==> config.mk <==
export PLATFORM = sky130hd
export DESIGN_NAME = roll_compare_range_divider
export DESIGN_NICKNAME = d
export VERILOG_FILES = /design/src/include/roll_timing_pkg.sv /design/src/roll_compare_range_divider.sv
export VERILOG_INCLUDE_DIRS = /design/src /design/src/include
export SDC_FILE = /design/constraint.sdc
export NUM_CORES = 1
export LEC_CHECK = 0
export ABC_AREA = 1
export ABC_CLOCK_PERIOD_IN_PS = 2400
export BUFFER_PORTS_ARGS = -buffer_cell sky130_fd_sc_hd__buf_2
export CAP_MARGIN = 20
export CELL_PAD_IN_SITES_DETAIL_PLACEMENT = 1
export CELL_PAD_IN_SITES_GLOBAL_PLACEMENT = 1
export CORE_AREA = 2 2 104 86
export CTS_BUF_LIST = sky130_fd_sc_hd__clkbuf_4 sky130_fd_sc_hd__clkbuf_8
export DETAILED_ROUTE_END_ITERATION = 7
export DIE_AREA = 0 0 106 88
export PLACE_DENSITY_LB_ADDON = 0.05
export SLEW_MARGIN = 10
export SYNTH_ARGS = -nofsm -noshare
export SYNTH_HDL_FRONTEND = slang
export SYNTH_SLANG_ARGS = --single-unit
export TNS_END_PERCENT = 50
==> constraint.sdc <==
create_clock -name clk -period 2.4 [get_ports clk]
set_clock_uncertainty 0.1 [all_clocks]
set_input_delay 0.12 -clock clk [delete_from_list [all_inputs] [get_ports clk]]
set_output_delay 0.12 -clock clk [all_outputs]
set_load 0.05 [all_outputs]
==> src/include/roll_timing_cfg.svh <==
// Functional notes
// Comparators work only in roll mode
// Compare output high only on full equality
// Ramp start needs low and top matches
// Ramp start match strobed by phase four
// Phase five after trigger latches write address
// Stop compare: low bits, top plus offset
// Offset zero stops during first phase
// Offsets 1..3 delay stop by quarters
// Offset forced zero during trigger enable
// Bright-up: read equals latch, two gates high
// Mark trigger only in roll and stored
// Phase window high phase one to four
// Falling-edge toggles give half and quarter
// One-hot low selects pick prescale output
// Decade select lines set ratio 1..100000
// Divider pulse reclocked to one phase two
// Reclocked pulse steps write counter
// Top-bit offset sum wraps modulo four
// Five rotating phases, 110 ns each; code rounds each up to 5 clocks, 125 ns
// Stop output ends data entry
`ifndef ROLL_TIMING_CFG_SVH
`define ROLL_TIMING_CFG_SVH
`define CLK_PERIOD_NS 25
`define PHASE_WIDTH_NS 110
`define PHASE_CYCLES ((`PHASE_WIDTH_NS + `CLK_PERIOD_NS - 1) / `CLK_PERIOD_NS)
`define ADDR_W 10
`define LOW_W 8
`define PHASE_RST 5'h01
`define DEC_RATIO_1 17'h00001
`define DEC_RATIO_10 17'h0000A
`define DEC_RATIO_100 17'h00064
`define DEC_RATIO_1000 17'h003E8
`define DEC_RATIO_10000 17'h02710
`define DEC_RATIO_100000 17'h186A0
`endif

==> src/include/roll_timing_pkg.sv <==
package roll_timing_pkg;
    typedef logic [9:0] addr_t;
    typedef logic [2:0] ph_cnt_t;
endpackage

==> src/roll_compare_range_divider.sv <==
`timescale 1ns/1ps
`include "roll_timing_cfg.svh"
module roll_compare_range_divider (
    input wire logic clk,
    input wire logic sys_rst,
    input wire roll_timing_pkg::addr_t read_addr,
    input wire roll_timing_pkg::addr_t write_addr,
    input wire logic roll_mode,
    input wire logic trigger,
    input wire logic store_lit,
    input wire logic [1:0] trigger_offset_select,
    input wire logic offset_zero_gate,
    input wire logic bright_gate_a,
    input wire logic bright_gate_b,
    input wire logic prescale_sel_full_n,
    input wire logic prescale_sel_half_n,
    input wire logic prescale_sel_quarter_n,
    input wire logic decade_sel_a,
    input wire logic decade_sel_b,
    input wire logic decade_sel_c,
    input wire logic write_step_gate,
    output logic phase_one,
    output logic phase_two,
    output logic phase_three,
    output logic phase_four,
    output logic phase_five,
    output logic phase_window,
    output logic phase_window_n,
    output logic ramp_start,
    output logic stop_on_roll,
    output logic enter_data_stop,
    output logic bright_up,
    output roll_timing_pkg::addr_t trigger_point,
    output logic write_step
);
    import roll_timing_pkg::*;

    // All five phases come from one counter, so phase edges fall on clk
    // edges; phase widths round up to whole clock periods, which makes
    // the phase period a little longer than the nominal figure.

    // Equality of two fields; one function serves the low-byte compare of all three comparators
    function automatic logic eq10(input addr_t a, input addr_t b);
        eq10 = (a == b);
    endfunction

    // Ratio of the decade stage; the other three codes divide by one
    function automatic logic [16:0] decade_ratio(input logic [2:0] sel);
        unique case (sel)
            3'h4: decade_ratio = `DEC_RATIO_10;
            3'h2: decade_ratio = `DEC_RATIO_100;
            3'h6: decade_ratio = `DEC_RATIO_1000;
            3'h1: decade_ratio = `DEC_RATIO_10000;
            3'h5: decade_ratio = `DEC_RATIO_100000;
            default: decade_ratio = `DEC_RATIO_1;
        endcase
    endfunction

    // Edge tests against a registered copy of the same signal
    function automatic logic fell(input logic prev, input logic now);
        fell = prev & ~now;
    endfunction

    function automatic logic rose(input logic prev, input logic now);
        rose = ~prev & now;
    endfunction

    // Phase ring: one-hot phase, sub-count within a phase, window
    logic [4:0] phase_q, phase_d;
    ph_cnt_t sub_q, sub_d;
    logic win_q, win_d;

    // Prescaler: edge history and the two toggle stages
    logic half_q, half_d, quarter_q, quarter_d;
    logic win_prev_q, win_prev_d, half_prev_q, half_prev_d;
    logic pre_prev_q, pre_prev_d;
    logic pre_out;

    // Decade divider
    logic [16:0] dec_q, dec_d;
    logic [16:0] dec_ratio;
    logic dec_pulse;

    // Reclocking pair that shapes the write step
    logic rc1_q, rc1_d, rc2_q, rc2_d;

    // Trigger synchroniser, arming flag and trigger point latch
    logic trig_s1_q, trig_s2_q;
    logic trig_pend_q, trig_pend_d;
    addr_t tp_q, tp_d;

    // Comparator terms and their registered results
    logic [1:0] off_eff, top_sum;
    logic low_rw, top_rw, low_tw, top_tw, low_tr, top_tr;
    logic ramp_q, ramp_d, stop_q, stop_d, bright_q, bright_d;

    // Trigger comes from the analogue side: two-stage synchroniser
    always_ff @(posedge clk) begin
        if (sys_rst) begin
            trig_s1_q <= 1'b0;
            trig_s2_q <= 1'b0;
        end else begin
            trig_s1_q <= trigger;
            trig_s2_q <= trig_s1_q;
        end
    end

    // Five phase ring, each phase held PHASE_CYCLES clocks
    always_comb begin
        sub_d = sub_q + 3'h1;
        phase_d = phase_q;
        if (sub_q == ph_cnt_t'(`PHASE_CYCLES - 1)) begin
            sub_d = 3'h0;
            phase_d = {phase_q[3:0], phase_q[4]};
        end
        // Window set by phase one, cleared by phase four
        win_d = win_q;
        if (phase_q[0]) win_d = 1'b1;
        if (phase_q[3]) win_d = 1'b0;
    end

    // Falling-edge toggles: window halves, then halves again
    always_comb begin
        win_prev_d = win_q;
        half_prev_d = half_q;
        half_d = half_q;
        quarter_d = quarter_q;
        // Both stages toggle on falling edges, like the stages they stand
        // in for; the quarter stage therefore ripples off the half stage
        if (fell(win_prev_q, win_q)) half_d = ~half_q;
        if (fell(half_prev_q, half_q)) quarter_d = ~quarter_q;
        // Active-low one-hot select of the prescaler tap
        pre_out = (!prescale_sel_full_n & ~win_q) |
                  (!prescale_sel_half_n & half_q) |
                  (!prescale_sel_quarter_n & quarter_q);
        pre_prev_d = pre_out;
    end

    // Decade divider counts rising edges of the selected tap
    always_comb begin
        dec_ratio = decade_ratio({decade_sel_a, decade_sel_b, decade_sel_c});
        dec_d = dec_q;
        dec_pulse = 1'b0;
        if (rose(pre_prev_q, pre_out)) begin
            if (dec_q >= dec_ratio - 17'h00001) begin
                dec_d = 17'h00000;
                dec_pulse = 1'b1;
            end else begin
                dec_d = dec_q + 17'h00001;
            end
        end
    end

    // Reclock: divider sets first flop, gated phase two sets second
    always_comb begin
        rc1_d = rc1_q;
        rc2_d = rc2_q;
        if (dec_pulse) rc1_d = 1'b1;
        if (rc1_q && phase_q[1] && write_step_gate) begin
            rc2_d = 1'b1;
            rc1_d = 1'b0;
        end
        // Phase three ends the pulse, so it runs one clock into phase three before it drops
        if (phase_q[2]) rc2_d = 1'b0;
    end

    // Trigger latch loaded on the phase five after trigger
    always_comb begin
        trig_pend_d = trig_pend_q;
        tp_d = tp_q;
        // Arming needs roll mode; a trigger outside roll is dropped
        if (trig_s2_q && roll_mode) trig_pend_d = 1'b1;
        if (trig_pend_q && phase_q[4]) begin
            tp_d = write_addr;
            trig_pend_d = 1'b0;
        end
    end

    // Ramp start: read against write, low byte and top bits both
    always_comb begin
        low_rw = eq10({2'h0, read_addr[7:0]},
                      {2'h0, write_addr[7:0]});
        top_rw = (read_addr[9:8] == write_addr[9:8]);
        // Phase four strobes the result once the counters have settled
        ramp_d = roll_mode & low_rw & top_rw & phase_q[3];
    end

    // Stop on roll: latch low bits, and latch top bits plus the offset
    always_comb begin
        off_eff = offset_zero_gate ? 2'h0 : trigger_offset_select;
        // Two-bit sum; a carry past the top of the store is dropped
        top_sum = 2'(tp_q[9:8] + off_eff);
        low_tw = eq10({2'h0, tp_q[7:0]},
                      {2'h0, write_addr[7:0]});
        top_tw = (top_sum == write_addr[9:8]);
        // Offset 0 matches at once; 1..3 wait quarters of count
        stop_d = roll_mode & store_lit & low_tw & top_tw
                 & phase_q[0];
    end

    // Bright-up: read against the latched trigger point, all ten bits
    always_comb begin
        low_tr = eq10({2'h0, read_addr[7:0]},
                      {2'h0, tp_q[7:0]});
        top_tr = (tp_q[9:8] == read_addr[9:8]);
        // Mark only in roll mode with the stored indication lit
        bright_d = roll_mode & store_lit & low_tr & top_tr
                   & bright_gate_a & bright_gate_b;
    end

    // Phase ring and window; reset parks the ring on phase one
    always_ff @(posedge clk) begin
        if (sys_rst) begin
            phase_q <= `PHASE_RST;
            sub_q <= 3'h0;
            win_q <= 1'h0;
        end else begin
            phase_q <= phase_d;
            sub_q <= sub_d;
            win_q <= win_d;
        end
    end

    // Prescaler toggles and their edge history
    always_ff @(posedge clk) begin
        if (sys_rst) begin
            win_prev_q <= 1'h0;
            half_q <= 1'h0;
            half_prev_q <= 1'h0;
            quarter_q <= 1'h0;
            pre_prev_q <= 1'h0;
        end else begin
            win_prev_q <= win_prev_d;
            half_q <= half_d;
            half_prev_q <= half_prev_d;
            quarter_q <= quarter_d;
            pre_prev_q <= pre_prev_d;
        end
    end

    // Decade count; a ratio change takes effect at the next tap edge, as the compare uses the live ratio
    always_ff @(posedge clk) begin
        if (sys_rst) begin
            dec_q <= 17'h00000;
        end else begin
            dec_q <= dec_d;
        end
    end

    // Reclocking pair
    always_ff @(posedge clk) begin
        if (sys_rst) begin
            rc1_q <= 1'h0;
            rc2_q <= 1'h0;
        end else begin
            rc1_q <= rc1_d;
            rc2_q <= rc2_d;
        end
    end

    // Trigger arming and trigger point latch
    always_ff @(posedge clk) begin
        if (sys_rst) begin
            trig_pend_q <= 1'h0;
            tp_q <= 10'h000;
        end else begin
            trig_pend_q <= trig_pend_d;
            tp_q <= tp_d;
        end
    end

    // Comparator outputs, registered so they leave the block glitch free
    always_ff @(posedge clk) begin
        if (sys_rst) begin
            ramp_q <= 1'h0;
            stop_q <= 1'h0;
            bright_q <= 1'h0;
        end else begin
            ramp_q <= ramp_d;
            stop_q <= stop_d;
            bright_q <= bright_d;
        end
    end

    // Phase pulses straight from the ring
    assign phase_one = phase_q[0];
    assign phase_two = phase_q[1];
    assign phase_three = phase_q[2];
    assign phase_four = phase_q[3];
    assign phase_five = phase_q[4];

    // Window and its complement
    assign phase_window = win_q;
    assign phase_window_n = ~win_q;

    // Comparator results; store control stops entry on the stop output
    assign ramp_start = ramp_q;
    assign stop_on_roll = stop_q;
    assign enter_data_stop = stop_q;
    assign bright_up = bright_q;

    // Latch contents and the reclocked write step
    assign trigger_point = tp_q;
    assign write_step = rc2_q;
endmodule // roll_compare_range_divider

* Yosys cells after proc, flatten, opt, wreduce, memory -nomap -nowiden
Index checks and enable logic that the tools add are counted.
** Word-level totals
- Input port bits :: 37
- Word-level logic and storage cells :: 75
- Register bits after elaboration :: 49
- Output and inout bits :: 22
** Operators by class
- Magnitude comparators :: 1
- Add/sub/neg operators :: 4
- Reduce and logical (&&, ||, !) cells :: 12
- Multiplexer cells :: 5
- Bitwise gates (word level) :: 23
- Equality and inequality tests :: 12
** Operators by type and width (count)
- $pmux 17 s5 :: 1
- $eq 8x8->1 :: 3
- $add 17x1->17 const B :: 1
- $and 1x1->1 :: 17
- $ge 17x17->1 :: 1
- $mux 17 :: 1
- $sub 17x1->17 const B :: 1
- $eq 3x3->1 const B :: 4
- $reduce_or 2->1 :: 5
- $eq 2x2->1 :: 3
- $logic_and 1x1->1 :: 4
- $not 1->1 :: 4
- $add 3x1->3 const B :: 1
- $eq 3x1->1 const B :: 1
- $eq 3x2->1 const B :: 1
- $logic_not 1->1 :: 3
- $add 2x2->2 :: 1
- $mux 1 :: 2
- $mux 2 :: 1
- $or 1x1->1 :: 2

* Logic depth before layout (Yosys ltp)
Gate-level depths: netlist of the first run.
- Depth after elaboration :: 6
- Gate-level depth with buffers :: 21
- Gate-level depth less buffers :: 20

* Least setup slack after synthesis of the first run
No wires, ideal clock.
- Kind :: input port to flip-flop
- Start point :: input decade_sel_b
- End point :: register dec_q[8]
- Stages on the path :: 20
- Arrival time :: 2124 ps
- Setup slack :: 52 ps
- Setup time :: 124 ps
- Path through :: inv_1 ha_1 inv_1 nand2_4 nand3_2 a21oi_1 xor2_1 ha_1 nand2_1 inv_1 nand3_1 nor3_1 nand3_1 nand2_1 inv_1 nand2_1 nand2_2 nand2_4 buf_12 nor2_4
** On the way
- Longest elaborated chain between the ends :: 5
** Ends and longest elaborated chain
- start, declared :: line roll_compare_range_divider.sv:19 : input wire logic decade_sel_b,
- $eq 3x3->1 (tied with other cells) :: line roll_compare_range_divider.sv:49 : unique case (sel)
- $pmux 17 s5 (*) :: line roll_compare_range_divider.sv:49
- $sub 17x1->17 (*) :: line roll_compare_range_divider.sv:145 : if (dec_q >= dec_ratio - 17'h00001) begin
- $ge 17x17->1 (*) :: line roll_compare_range_divider.sv:145
- $mux 17 (*) :: line roll_compare_range_divider.sv:145
- end signal, assigned :: line roll_compare_range_divider.sv:244 : dec_q <= 17'h00000;
- end signal, assigned :: line roll_compare_range_divider.sv:246 : dec_q <= dec_d;
- end, declared :: line roll_compare_range_divider.sv:80 : logic [16:0] dec_q, dec_d;
Every way passes the cells marked *; elsewhere a longest branch is shown, timed or not.
A chain may end at the register's enable or synchronous reset.

* Worst setup path in the final report of the first run
- Start point :: input decade_sel_c
- End point :: register dec_q[8]
** On the way
- Longest elaborated chain between the ends :: 5
** Ends and longest elaborated chain
- start, declared :: line roll_compare_range_divider.sv:20 : input wire logic decade_sel_c,
- $eq 3x3->1 (tied with other cells) :: line roll_compare_range_divider.sv:49
- $pmux 17 s5 (*) :: line roll_compare_range_divider.sv:49
- $sub 17x1->17 (*) :: line roll_compare_range_divider.sv:145
- $ge 17x17->1 (*) :: line roll_compare_range_divider.sv:145
- $mux 17 (*) :: line roll_compare_range_divider.sv:145
Marked as above.

==> out/qor.csv, run 1 <==
stage,metric,value,unit
clock_tree,H-tree Lvls,2,
placed_design,IO Port Bufs,58,
global_routing,initial antenna violation count,0,
detailed_routing,drc violations,0,
run,max_cap viols,0,
finish,# nets final,550,
floorplanning,Core Area,8295,µm²
clock_tree,CTS Buffer Depth,2,
sta,final hold violation count,0,
finish,Fill cells,1070,
synthesis,Synth Warn #,0,
floorplanning,I/O Pins,59,
sta,final worst slack,0.1780,ns
min_path,hold path start,write_addr[9],
worst_setup_path,depth of the most critical reg-to-reg path,13,
sta,"Period Utilization, post-route",92.58,%
finish,share of cells above drive strength 1,24.90,%
worst_setup_path,Reg2Reg Setup Slack,0.40,ns
synthesis,Synth Net Count,469,
worst_setup_path,Worst EP arrival,2.31,ns
global_routing,grt ovf,0,
floorplanning,Starting Density,36.37,%
synthesis,Yosys cell types,32,
placed_design,routability congestion estimate,0.8562,
sta,fin crit period,2.222,ns
worst_setup_path,critical path endpoint category,flop,
synthesis,adder-cell area share of the yosys netlist,9.954,%
synthesis,mux cell area share after synthesis,0,%
clock_tree,total clock sinks,49,
finish,fin util,45.76,%
synthesis,syn avg cell area,7.394,µm²
synthesis,#FFs+latches synth,49,
floorplanning,DIE AREA,9328,µm²
global_routing,vias in the first global route,2902,
finish,number of antenna diodes,0,
placed_design,Post-DP HPWL,6949,µm
worst_setup_path,reg2reg end,dec_q[8]$_SDFFE_PP0P_,
detailed_routing,final wirelength,8464,µm
min_path,Worst Hold End,trigger_point[9]$_SDFFE_PP0P_,
sta,fmax,450.0,MHz
sta,Slew Limit Fails,0,
placed_design,pre-CTS WS,-0.2809,ns
worst_setup_path,critical path required time,2.49,ns
sta,"Setup violations, final",0,
sta,Slew Limit Headroom,64.89,%
finish,area of the multi-input gates,1800,µm²
worst_setup_path,CP Class,input pin to flop,
floorplanning,chip height,88,µm
worst_setup_path,Worst setup SP type,input pin,
synthesis,Post-Synth XOR/XNOR Area,8.129,%
synthesis,Synth Area in Compound Gates,11.65,%
global_routing,first-pass GRT wire length,14130,µm
floorplanning,Die X-Extent,106,µm
run_status,status,finished clean,
global_routing,Overall Global Routing Usage,18.86,%
synthesis,synthesized area,3017,µm²
clock_tree,Post-CTS Setup Bufs,0,
detailed_routing,drt first pass iters,4,
detailed_routing,Routed WL per cell,14.06,µm
detailed_routing,DRT antenna net count,0,
floorplanning,std cell rows,30,
synthesis,sequential share of the synthesized area,32.52,%
sta,worst slew pin tran,0.5253,ns
synthesis,main combinational cell family by area after synthesis,simple AND/OR/NAND/NOR gates,
synthesis,synthesized instance count,408,
pwr,peak supply drop,351.0,µV
worst_setup_path,Critical Path Fanout Max,7,
pwr,LEAKAGE,1.788,nW
detailed_routing,Iter 0 DRT Violations,96,
finish,Syn-to-layout area delta,25.84,%
detailed_routing,via density per instance,4.754,
clock_tree,clock root cell,clkbuf_8,
global_routing,largest net degree at the start of global routing,16,
clock_tree,Worst-Skew Late Latency,0.30,ns
clock_tree,"Clk pin slew, worst setup/hold paths",0.09,ns
pwr,Pwr Density,483.3,nW/µm²
clock_tree,CTS tree,done,
synthesis,simple-gate portion of the synthesized area,27.00,%
min_path,Min-Delay Path Class,input pin to flop,
worst_setup_path,reg2reg start,dec_q[14]$_SDFFE_PP0P_,
detailed_routing,via count,2862,
min_path,worst hold stages,3,
finish,Register Area,980.9,µm²
clock_tree,Inserted Clock Buffers,5,
worst max-delay path by stage:
stage / startpoint / to / slack [ns] / cells after the start
4_1_cts: decade_sel_b / dec_q[8]$_SDFFE_PP0P_ / 0.05 / 21
6_report: decade_sel_c / dec_q[8]$_SDFFE_PP0P_ / 0.18 / 22
3_5_place_dp: decade_sel_b / dec_q[8]$_SDFFE_PP0P_ / -0.28 / 22
2_1_floorplan: decade_sel_b / dec_q[8]$_SDFFE_PP0P_ / 0.05 / 20
3_3_place_gp: decade_sel_b / dec_q[8]$_SDFFE_PP0P_ / -0.15 / 21
5_1_grt: decade_sel_c / dec_q[2]$_SDFFE_PP0P_ / -0.007 / 22
where the power goes:
part	leakage (nW)	switching (W)	internal (W)
combinational	1.33	0.000222	0.000149
clock	0.0588	0.000285	0.000325
sequential	0.397	0.0000179	0.000836
stage by stage:
step	setup TNS (ns)	total power, W	instance area [µm²]	std cells	hold slack (ns)
detailed placement	-4.455	0.001221	3561	591	0.2358
global placement	-2.202	0.001212	3561	591	0.2320
finish	0	0.001835	3796	602	0.01155
floorplan	0	0.001080	3017	408	0.1270
global route	-0.006675	0.001941	3796	602	0.04032
CTS	0	0.001837	3706	602	0.001998
cell families (layout without fill, tap and decap cells):
| group | Yosys count | in the layout |
|---|---|---|
| compound gates | 63 | 63 |
| xor+xnor | 28 | 28 |
| fa+ha+maj | 24 | 24 |
| buf+inv | 76 | 158 |
| flops | 49 | 49 |
| other cells | 1 | 1 |
| simple gates | 167 | 167 |
timing repair:
action	CTS	global route
setup endpoints to repair	0	18
gates resized for setup	0	20
hold endpoints to repair	2	0
hold buffers	3	0
state kept, by name (all words and copies together), names as in the netlist:
signal	count
ramp_start	1
phase_q	5
rc1_q	1
enter_data_stop	1
quarter_q	1
phase_window	1
win_prev_q	1
bright_up	1
trigger_point	10
half_prev_d	1
pre_prev_q	1
dec_q	17
trig_s1_q	1
half_prev_q	1
trig_pend_q	1
trig_s2_q	1
write_step	1
sub_q	3
critical path: stages:
cell and delay [ns]:
buf_2 0.12, inv_2 0.10, ha_4 0.22, inv_1 0.09, nand2_4 0.07, nand3_4 0.08, nand3_2 0.10, nand3_2 0.07
inv_1 0.04, ha_1 0.26, nand2_1 0.08, nor2_2 0.10, nand2_1 0.07, nor3_2 0.16, nand3_1 0.09, nand2_1 0.06
inv_1 0.03, nand2_1 0.06, nand2_2 0.07, nand2_4 0.11, buf_12 0.16, nor2_4 0.03
placed cells by master, fill, tap and decap left out, drive strengths merged:
cell type	n
xor2	20
ha	24
o21ai	25
o22ai	6
a221oi	2
o211ai	1
bufinv	1
conb	1
a211oi	3
clkbuf	6
clkinv	1
nand3b	1
o2111ai	2
xnor2	8
dlygate4sd3	3
nor3	8
a21oi	23
nand4	6
inv	69
nor2	58
buf	78
a2111oi	1
nand2	73
dfxtp	49
nor4	4
nand3	17
final cells by class:
class / instances / area share [%]
multi-input combinational: 283 / 47.43
sequential: 49 / 25.84
timing repair buffer: 81 / 13.12
inverter: 69 / 6.889
tap: 112 / 3.691
clock buffer: 6 / 2.011
clock inverter: 2 / 1.022
routing by layer:
layer  global-route usage [%]  vias to the layer above  part of all wire [%]
met4                    2.153                        0                  0.22
met3                    2.753                        2                   3.5
met2                    31.03                       43                    45
met1                    27.19                     1351                    51
met5                        0                        -                     0
li1                         -                     1466                     -
cells in the mapped netlist:
cell       count  area share (%)
buf_12         1            0.66
xor2_1        20             5.8
nand2_2        2            0.41
nand3_2        2            0.66
nor2_4        12             4.5
o21ai_1        1            0.17
nor2_1        46             5.7
clkbuf_1       2            0.25
nand3b_1       1            0.25
a21oi_1       23             3.8
a2111oi_0      1            0.29
buf_4          1            0.25
o211ai_1       1            0.25
a211oi_1       3            0.75
inv_2          2            0.25
dfxtp_1       49              33
nand4_1        6             1.2
nand2_4        3             1.1
xnor2_1        8             2.3
nand3_1       15             2.5
nor3_1         8             1.3
buf_1          1            0.12
buf_6          2            0.75
conb_1         1            0.12
ha_1          24              10
o21ai_0       24             4.0
o2111ai_1      2            0.58
a221oi_1       2            0.58
nand2_1       68             8.5
nor4_1         4            0.83
o22ai_1        6             1.2
inv_1         67             8.3
Note: power is estimated with default switching activity, not from simulation.
==> run 2: changes to the inputs <==
CORE_AREA = 2 2 106 87   (was 2 2 104 86)
CTS_BUF_LIST = sky130_fd_sc_hd__clkbuf_8 sky130_fd_sc_hd__clkbuf_16   (was sky130_fd_sc_hd__clkbuf_4 sky130_fd_sc_hd__clkbuf_8)
DIE_AREA = 0 0 108 89   (was 0 0 106 88)
RECOVER_POWER = 25   (was not set)
==> out/qor.csv, run 2 (synthesized netlist as in run 1, its figures left out) <==
stage,metric,value,unit,change
placed_design,Post-DP HPWL,6797,µm,was 6949 µm
pwr,clock power share,34.0,%,was 33.2%
sta,final worst slack,0.1524,ns,was 0.1780 ns
run,max_cap viols,0,,unchanged
worst_setup_path,WP buf/inv,7,,was 6
clock_tree,Worst-Skew Late Latency,0.31,ns,was 0.30 ns
placed_design,pre-CTS WS,-0.3441,ns,was -0.2809 ns
sta,Slew Limit Headroom,59.25,%,was 64.89%
detailed_routing,via count,2825,,was 2862
worst_setup_path,critical path required time,2.50,ns,was 2.49 ns
floorplanning,Starting Density,35.72,%,was 36.37%
finish,# nets final,551,,was 550
pwr,Pwr Density,490.9,nW/µm²,was 483.3 nW/µm²
finish,number of antenna diodes,0,,unchanged
finish,Syn-to-layout area delta,23.93,%,was 25.84%
worst_setup_path,Critical path origin,decade_sel_b,,was decade_sel_c
detailed_routing,drc violations,0,,unchanged
clock_tree,CTS tree,done,,unchanged
sta,Hold Slack,0.01657,ns,was 0.01155 ns
finish,share of cells above drive strength 1,22.40,%,was 24.90%
finish,Largest Register,dec_q,,unchanged
min_path,hold path start,sys_rst,,was write_addr[9]
floorplanning,Core Area,8446,µm²,was 8295 µm²
floorplanning,std cell rows,30,,unchanged
clock_tree,H-tree Lvls,2,,unchanged
min_path,Min-Delay Path Class,input pin to flop,,unchanged
run_status,status,finished clean,,unchanged
detailed_routing,via density per instance,4.685,,was 4.754
sta,worst slew pin tran,0.6138,ns,was 0.5253 ns
floorplanning,chip height,89,µm,was 88 µm
clock_tree,"Clk pin slew, worst setup/hold paths",0.11,ns,was 0.09 ns
finish,"commonest non-fill, non-tap cells in the layout","nand2_1, inv_1, buf_2",,unchanged
placed_design,dpl cell area,3548,µm²,was 3561 µm²
detailed_routing,drt first pass iters,4,,unchanged
global_routing,first-pass GRT wire length,13740,µm,was 14130 µm
sta,"Period Utilization, post-route",93.65,%,was 92.58%
worst_setup_path,reg2reg start,dec_q[16]$_SDFFE_PP0P_,,was dec_q[14]$_SDFFE_PP0P_
global_routing,grt ovf,0,,unchanged
sta,final hold violation count,0,,unchanged
worst_setup_path,CP peak stage delay,0.27,ns,was 0.26 ns
worst_setup_path,CP Class,input pin to flop,,unchanged
worst_setup_path,crit-path cells,buf_2 -> inv_2 -> ha_1 -> inv_2 -> nor2_4 -> nor2_4 -> buf_4 -> a21oi_2 -> xor2_1 -> ha_1 -> nand2_1 -> inv_2 -> nand3_1 -> nor3_2 -> nand3_1 -> nand2_1 -> inv_1 -> nand2_1 -> nand2_2 -> nand2_4 -> buf_4 -> nor2_1,,was buf_2 -> inv_2 -> ha_4 -> inv_1 -> nand2_4 -> nand3_4 -> nand3_2 -> nand3_2 -> inv_1 -> ha_1 -> nand2_1 -> nor2_2 -> nand2_1 -> nor3_2 -> nand3_1 -> nand2_1 -> inv_1 -> nand2_1 -> nand2_2 -> nand2_4 -> buf_12 -> nor2_4
detailed_routing,Routed WL per cell,13.69,µm,was 14.06 µm
worst_setup_path,CP max stage cell,ha_1,,unchanged
detailed_routing,DRT antenna net count,0,,unchanged
placed_design,routability congestion estimate,0.8436,,was 0.8562
finish,"most common cell after layout, fill and taps aside",nand2_1,,unchanged
clock_tree,total clock sinks,49,,unchanged
pwr,internal power,0.001298,W,was 0.001310 W
sta,fmax,444.9,MHz,was 450.0 MHz
global_routing,initial antenna violation count,0,,unchanged
worst_setup_path,Worst setup SP type,input pin,,unchanged
floorplanning,DIE AREA,9612,µm²,was 9328 µm²
sta,"Setup violations, final",0,,unchanged
global_routing,Overall Global Routing Usage,17.93,%,was 18.86%
global_routing,largest net degree at the start of global routing,19,,was 16
sta,Slew Limit Fails,0,,unchanged
detailed_routing,final wirelength,8253,µm,was 8464 µm
finish,max reg flops,17,,unchanged
floorplanning,I/O Pins,59,,unchanged
worst_setup_path,Critical Path Fanout Max,6,,was 7
clock_tree,CTS Buffer Depth,2,,unchanged
worst_setup_path,Worst EP arrival,2.35,ns,was 2.31 ns
clock_tree,Inserted Clock Buffers,5,,unchanged
finish,final instance area,3739,µm²,was 3796 µm²
pwr,part of the power in registers,46.5,%,about the same
floorplanning,Die X-Extent,108,µm,was 106 µm
pwr,Gate power share,19.5,%,was 20.2%
detailed_routing,Iter 0 DRT Violations,64,,was 96
worst_setup_path,critical path endpoint category,flop,,unchanged
pwr,P_sw,0.0005375,W,was 0.0005250 W
worst_setup_path,Top Family by Delay on Critical Path,simple AND/OR/NAND/NOR gates,,unchanged
finish,fin util,44.27,%,was 45.76%
placed_design,IO Port Bufs,58,,unchanged
pwr,peak supply drop,385.8,µV,was 351.0 µV
pwr,sw frac,29.29,%,was 28.61%
sta,fin crit period,2.248,ns,was 2.222 ns
pwr,LEAKAGE,1.743,nW,was 1.788 nW
global_routing,vias in the first global route,2795,,was 2902
clock_tree,clock root cell,clkbuf_8,,unchanged
## run 2: changes by cell type in the layout (fill, tap and decap cells not counted), moves of 2 or more
cell      previous run  this run
ha_4                 3         1
clkbuf_1             0         8
nand3_1             13        15
buf_2               57        50
nand3_2              3         1
inv_6                0         2
## run 2: worst paths after layout
kind / slack (ns) / to / cells past startpoint
max: 0.15 / dec_q[2]$_SDFFE_PP0P_ / 22
max reg2reg: 0.41 / dec_q[2]$_SDFFE_PP0P_ / 13
min: 0.02 / trig_s2_q$_SDFF_PP0_ / 2
min reg2reg: 0.30 / trig_s2_q$_SDFF_PP0_ / 2
## run 2: per-layer routing
layer  global-route usage (%)  vias to the layer above  share of wire, %
met5                        0                        -                 0
met2                    27.67                       45                39
met3                    2.915                        2               3.6
met4                    1.399                        0              0.22
li1                         -                     1471                 -
met1                    27.26                     1307                57
## run 2: what timing repair did
item,CTS,global route
endpoints found under the hold margin,3,0
hold buffers,3,0
pin swaps,0,4
gates resized for setup,3,10
buffers inserted,0,1
setup endpoints to repair,16,18
## run 2: power groups by stage
stage          combinational [W]  clock [W]  sequential, W
3_3_place_gp            0.000334          0       0.000872
2_1_floorplan           0.000189          0       0.000892
3_5_place_dp            0.000341          0       0.000874
4_1_cts                 0.000352   0.000638       0.000855
5_1_grt                 0.000401   0.000668       0.000859
6_report                0.000358   0.000623       0.000854
## run 2: stage by stage
stage	instances	power [W]	setup TNS (ns)
finish	603	0.001835	0
global route	603	0.001928	-0.004068
CTS	602	0.001845	0
floorplan	408	0.001080	0
detailed placement	591	0.001214	-5.897
global placement	591	0.001206	-3.614
## run 2: cell type report
cell class                 count  area, µm²
clock buffer                   5      68.82
clock inverter                 3      47.55
fill                        1099       4707
inverter                      69      259.0
multi-input combinational    283       1762
sequential                    49      980.9
tap                          112      140.1
timing repair buffer          82      480.5
==> run 3: changes to the inputs <==
PLACE_DENSITY_LB_ADDON = 0.1   (was 0.05)
==> out/qor.csv, run 3 (synthesized netlist as in run 1, its figures left out) <==
stage,metric,value,unit,change
run_status,status,finished clean,,unchanged
sta,TNS Setup,0,ns,unchanged
clock_tree,Worst-Skew Late Latency,0.30,ns,was 0.31 ns
min_path,Worst Hold End,trig_s2_q$_SDFF_PP0_,,unchanged
worst_setup_path,Critical path origin,decade_sel_b,,unchanged
floorplanning,chip height,89,µm,unchanged
clock_tree,CTS tree,done,,unchanged
worst_setup_path,reg2reg start,dec_q[14]$_SDFFE_PP0P_,,was dec_q[16]$_SDFFE_PP0P_
global_routing,first-pass GRT wire length,14430,µm,was 13740 µm
worst_setup_path,CP Class,input pin to flop,,unchanged
worst_setup_path,CP max stage cell,ha_1,,unchanged
clock_tree,CTS Buffer Depth,2,,unchanged
finish,Register Area,980.9,µm²,unchanged
sta,Hold Slack,0.02050,ns,was 0.01657 ns
global_routing,grt ovf,0,,unchanged
detailed_routing,DRT antenna net count,0,,unchanged
finish,share of cells above drive strength 1,23.67,%,was 22.40%
detailed_routing,Iter 0 DRT Violations,113,,was 64
worst_setup_path,Worst setup SP type,input pin,,unchanged
sta,final hold violation count,0,,unchanged
clock_tree,H-tree Lvls,2,,unchanged
sta,fin crit period,2.232,ns,was 2.248 ns
worst_setup_path,Worst EP arrival,2.32,ns,was 2.35 ns
detailed_routing,Routed WL per cell,14.14,µm,was 13.69 µm
sta,"Setup violations, final",0,,unchanged
sta,Slew Limit Headroom,59.26,%,was 59.25%
pwr,LEAKAGE,1.746,nW,was 1.743 nW
min_path,Min-Delay Path Class,input pin to flop,,unchanged
clock_tree,total clock sinks,49,,unchanged
finish,number of antenna diodes,0,,unchanged
finish,# nets final,550,,was 551
finish,Largest Register,dec_q,,unchanged
worst_setup_path,Reg2Reg Setup Slack,0.38,ns,was 0.41 ns
finish,area of the multi-input gates,1804,µm²,was 1762 µm²
finish,"commonest non-fill, non-tap cells in the layout","nand2_1, inv_1, dfxtp_1",,"was nand2_1, inv_1, buf_2"
worst_setup_path,critical path required time,2.49,ns,was 2.50 ns
finish,max reg flops,17,,unchanged
finish,Syn-to-layout area delta,25.18,%,was 23.93%
finish,Fill cells,1113,,was 1099
global_routing,Overall Global Routing Usage,18.99,%,was 17.93%
placed_design,Post-DP HPWL,6948,µm,was 6797 µm
clock_tree,clock root cell,clkbuf_8,,unchanged
pwr,peak supply drop,289.0,µV,was 385.8 µV
detailed_routing,drt first pass iters,4,,unchanged
sta,worst slew pin tran,0.6137,ns,was 0.6138 ns
sta,final worst slack,0.1680,ns,was 0.1524 ns
clock_tree,"Clk pin slew, worst setup/hold paths",0.09,ns,was 0.11 ns
clock_tree,Inserted Clock Buffers,5,,unchanged
worst_setup_path,Critical Path Fanout Max,7,,was 6
worst_setup_path,"most used cell, CP",nand2_1,,
detailed_routing,via density per instance,4.699,,was 4.685
worst_setup_path,critical path endpoint category,flop,,unchanged
global_routing,vias in the first global route,2967,,was 2795
pwr,Pwr Total,0.001766,W,was 0.001835 W
min_path,worst hold stages,2,,unchanged
floorplanning,Starting Density,35.72,%,unchanged
floorplanning,Core Area,8446,µm²,unchanged
worst_setup_path,reg2reg end,dec_q[10]$_SDFFE_PP0P_,,was dec_q[2]$_SDFFE_PP0P_
worst_setup_path,depth of the most critical reg-to-reg path,13,,unchanged
run,max_cap viols,0,,unchanged
pwr,Pwr Density,467.7,nW/µm²,was 490.9 nW/µm²
floorplanning,std cell rows,30,,unchanged
sta,Slew Limit Fails,0,,unchanged
worst_setup_path,CP peak stage delay,0.34,ns,was 0.27 ns
min_path,hold path start,sys_rst,,unchanged
floorplanning,Die X-Extent,108,µm,unchanged
global_routing,largest net degree at the start of global routing,19,,unchanged
sta,"Period Utilization, post-route",93.00,%,was 93.65%
detailed_routing,final wirelength,8510,µm,was 8253 µm
detailed_routing,drc violations,0,,unchanged
worst_setup_path,crit-path cells,buf_4 -> inv_2 -> ha_2 -> inv_2 -> nor2_4 -> buf_4 -> a21oi_1 -> ha_1 -> nand2_2 -> nor2_2 -> nand2_1 -> nor3_2 -> nand3_1 -> nand2_1 -> inv_1 -> nand2_1 -> nand2_2 -> nand2_4 -> buf_12 -> nor2_4,,was buf_2 -> inv_2 -> ha_1 -> inv_2 -> nor2_4 -> nor2_4 -> buf_4 -> a21oi_2 -> xor2_1 -> ha_1 -> nand2_1 -> inv_2 -> nand3_1 -> nor3_2 -> nand3_1 -> nand2_1 -> inv_1 -> nand2_1 -> nand2_2 -> nand2_4 -> buf_4 -> nor2_1
placed_design,IO Port Bufs,58,,unchanged
floorplanning,I/O Pins,59,,unchanged
sta,fmax,448.0,MHz,was 444.9 MHz
placed_design,pre-CTS WS,-0.2769,ns,was -0.3441 ns
global_routing,initial antenna violation count,0,,unchanged
finish,"most common cell after layout, fill and taps aside",nand2_1,,unchanged
detailed_routing,via count,2829,,was 2825
placed_design,routability congestion estimate,0.8807,,was 0.8436
floorplanning,DIE AREA,9612,µm²,unchanged
==> run 3: metal layers <==
| metal | vias to the layer above | wire length (µm) | global-route usage [%] |
|---|---|---|---|
| li1 | 1467 | - | - |
| met1 | 1319 | 4456 | 27.59 |
| met2 | 41 | 3709 | 30.59 |
| met3 | 2 | 320 | 3.061 |
| met4 | 0 | 24 | 2.448 |
| met5 | - | 0 | 0 |
==> run 3: worst max path at each step <==
stage,end,slack [ns],depth (start not counted)
2_1_floorplan,dec_q[8]$_SDFFE_PP0P_,0.05,20
3_3_place_gp,dec_q[8]$_SDFFE_PP0P_,-0.15,21
3_5_place_dp,dec_q[14]$_SDFFE_PP0P_,-0.28,21
4_1_cts,dec_q[12]$_SDFFE_PP0P_,0.05,21
5_1_grt,dec_q[10]$_SDFFE_PP0P_,-0.01,20
6_report,dec_q[10]$_SDFFE_PP0P_,0.17,20
==> run 3: area by class of cell <==
type                            instances  area share [%]
Inverter                               69           6.925
Tap cell                              112           3.711
Sequential cell                        49           25.98
Multi-Input combinational cell        283           47.78
Clock buffer                            7           2.551
Timing Repair Buffer                   81           12.92
Clock inverter                          1          0.1325
==> run 3: what timing repair did <==
action	in CTS	in global routing
endpoints found under the hold margin	2	0
hold buffers	2	0
resized for setup	0	23
setup buffers	0	2
endpoints found under the setup margin	0	18
==> run 3: through the flow <==
| stage | cells | utilization [%] | area [µm²] |
|---|---|---|---|
| 3_5_place_dp | 590 | 42.07 | 3553 |
| 5_1_grt | 602 | 44.71 | 3776 |
| 2_1_floorplan | 408 | - | 3017 |
| 3_3_place_gp | 590 | 42.07 | 3553 |
| 4_1_cts | 600 | 43.51 | 3675 |
| 6_report | 602 | 44.71 | 3776 |
==> run 3: where the power goes <==
part           switching, W  total, W  internal (W)
Combinational      0.000224  0.000375      0.000151
Clock              0.000275  0.000537      0.000261
Sequential        0.0000182  0.000854      0.000836
==> run 3: critical path: cells and delay by family <==
| family | cells | cell delay [ns] |
|---|---|---|
| buffers and inverters | 6 | 0.62 |
| and+or+nand+nor | 11 | 0.97 |
| AOI/OAI and AO/OA | 1 | 0.06 |
| adders and majority gates | 2 | 0.55 |
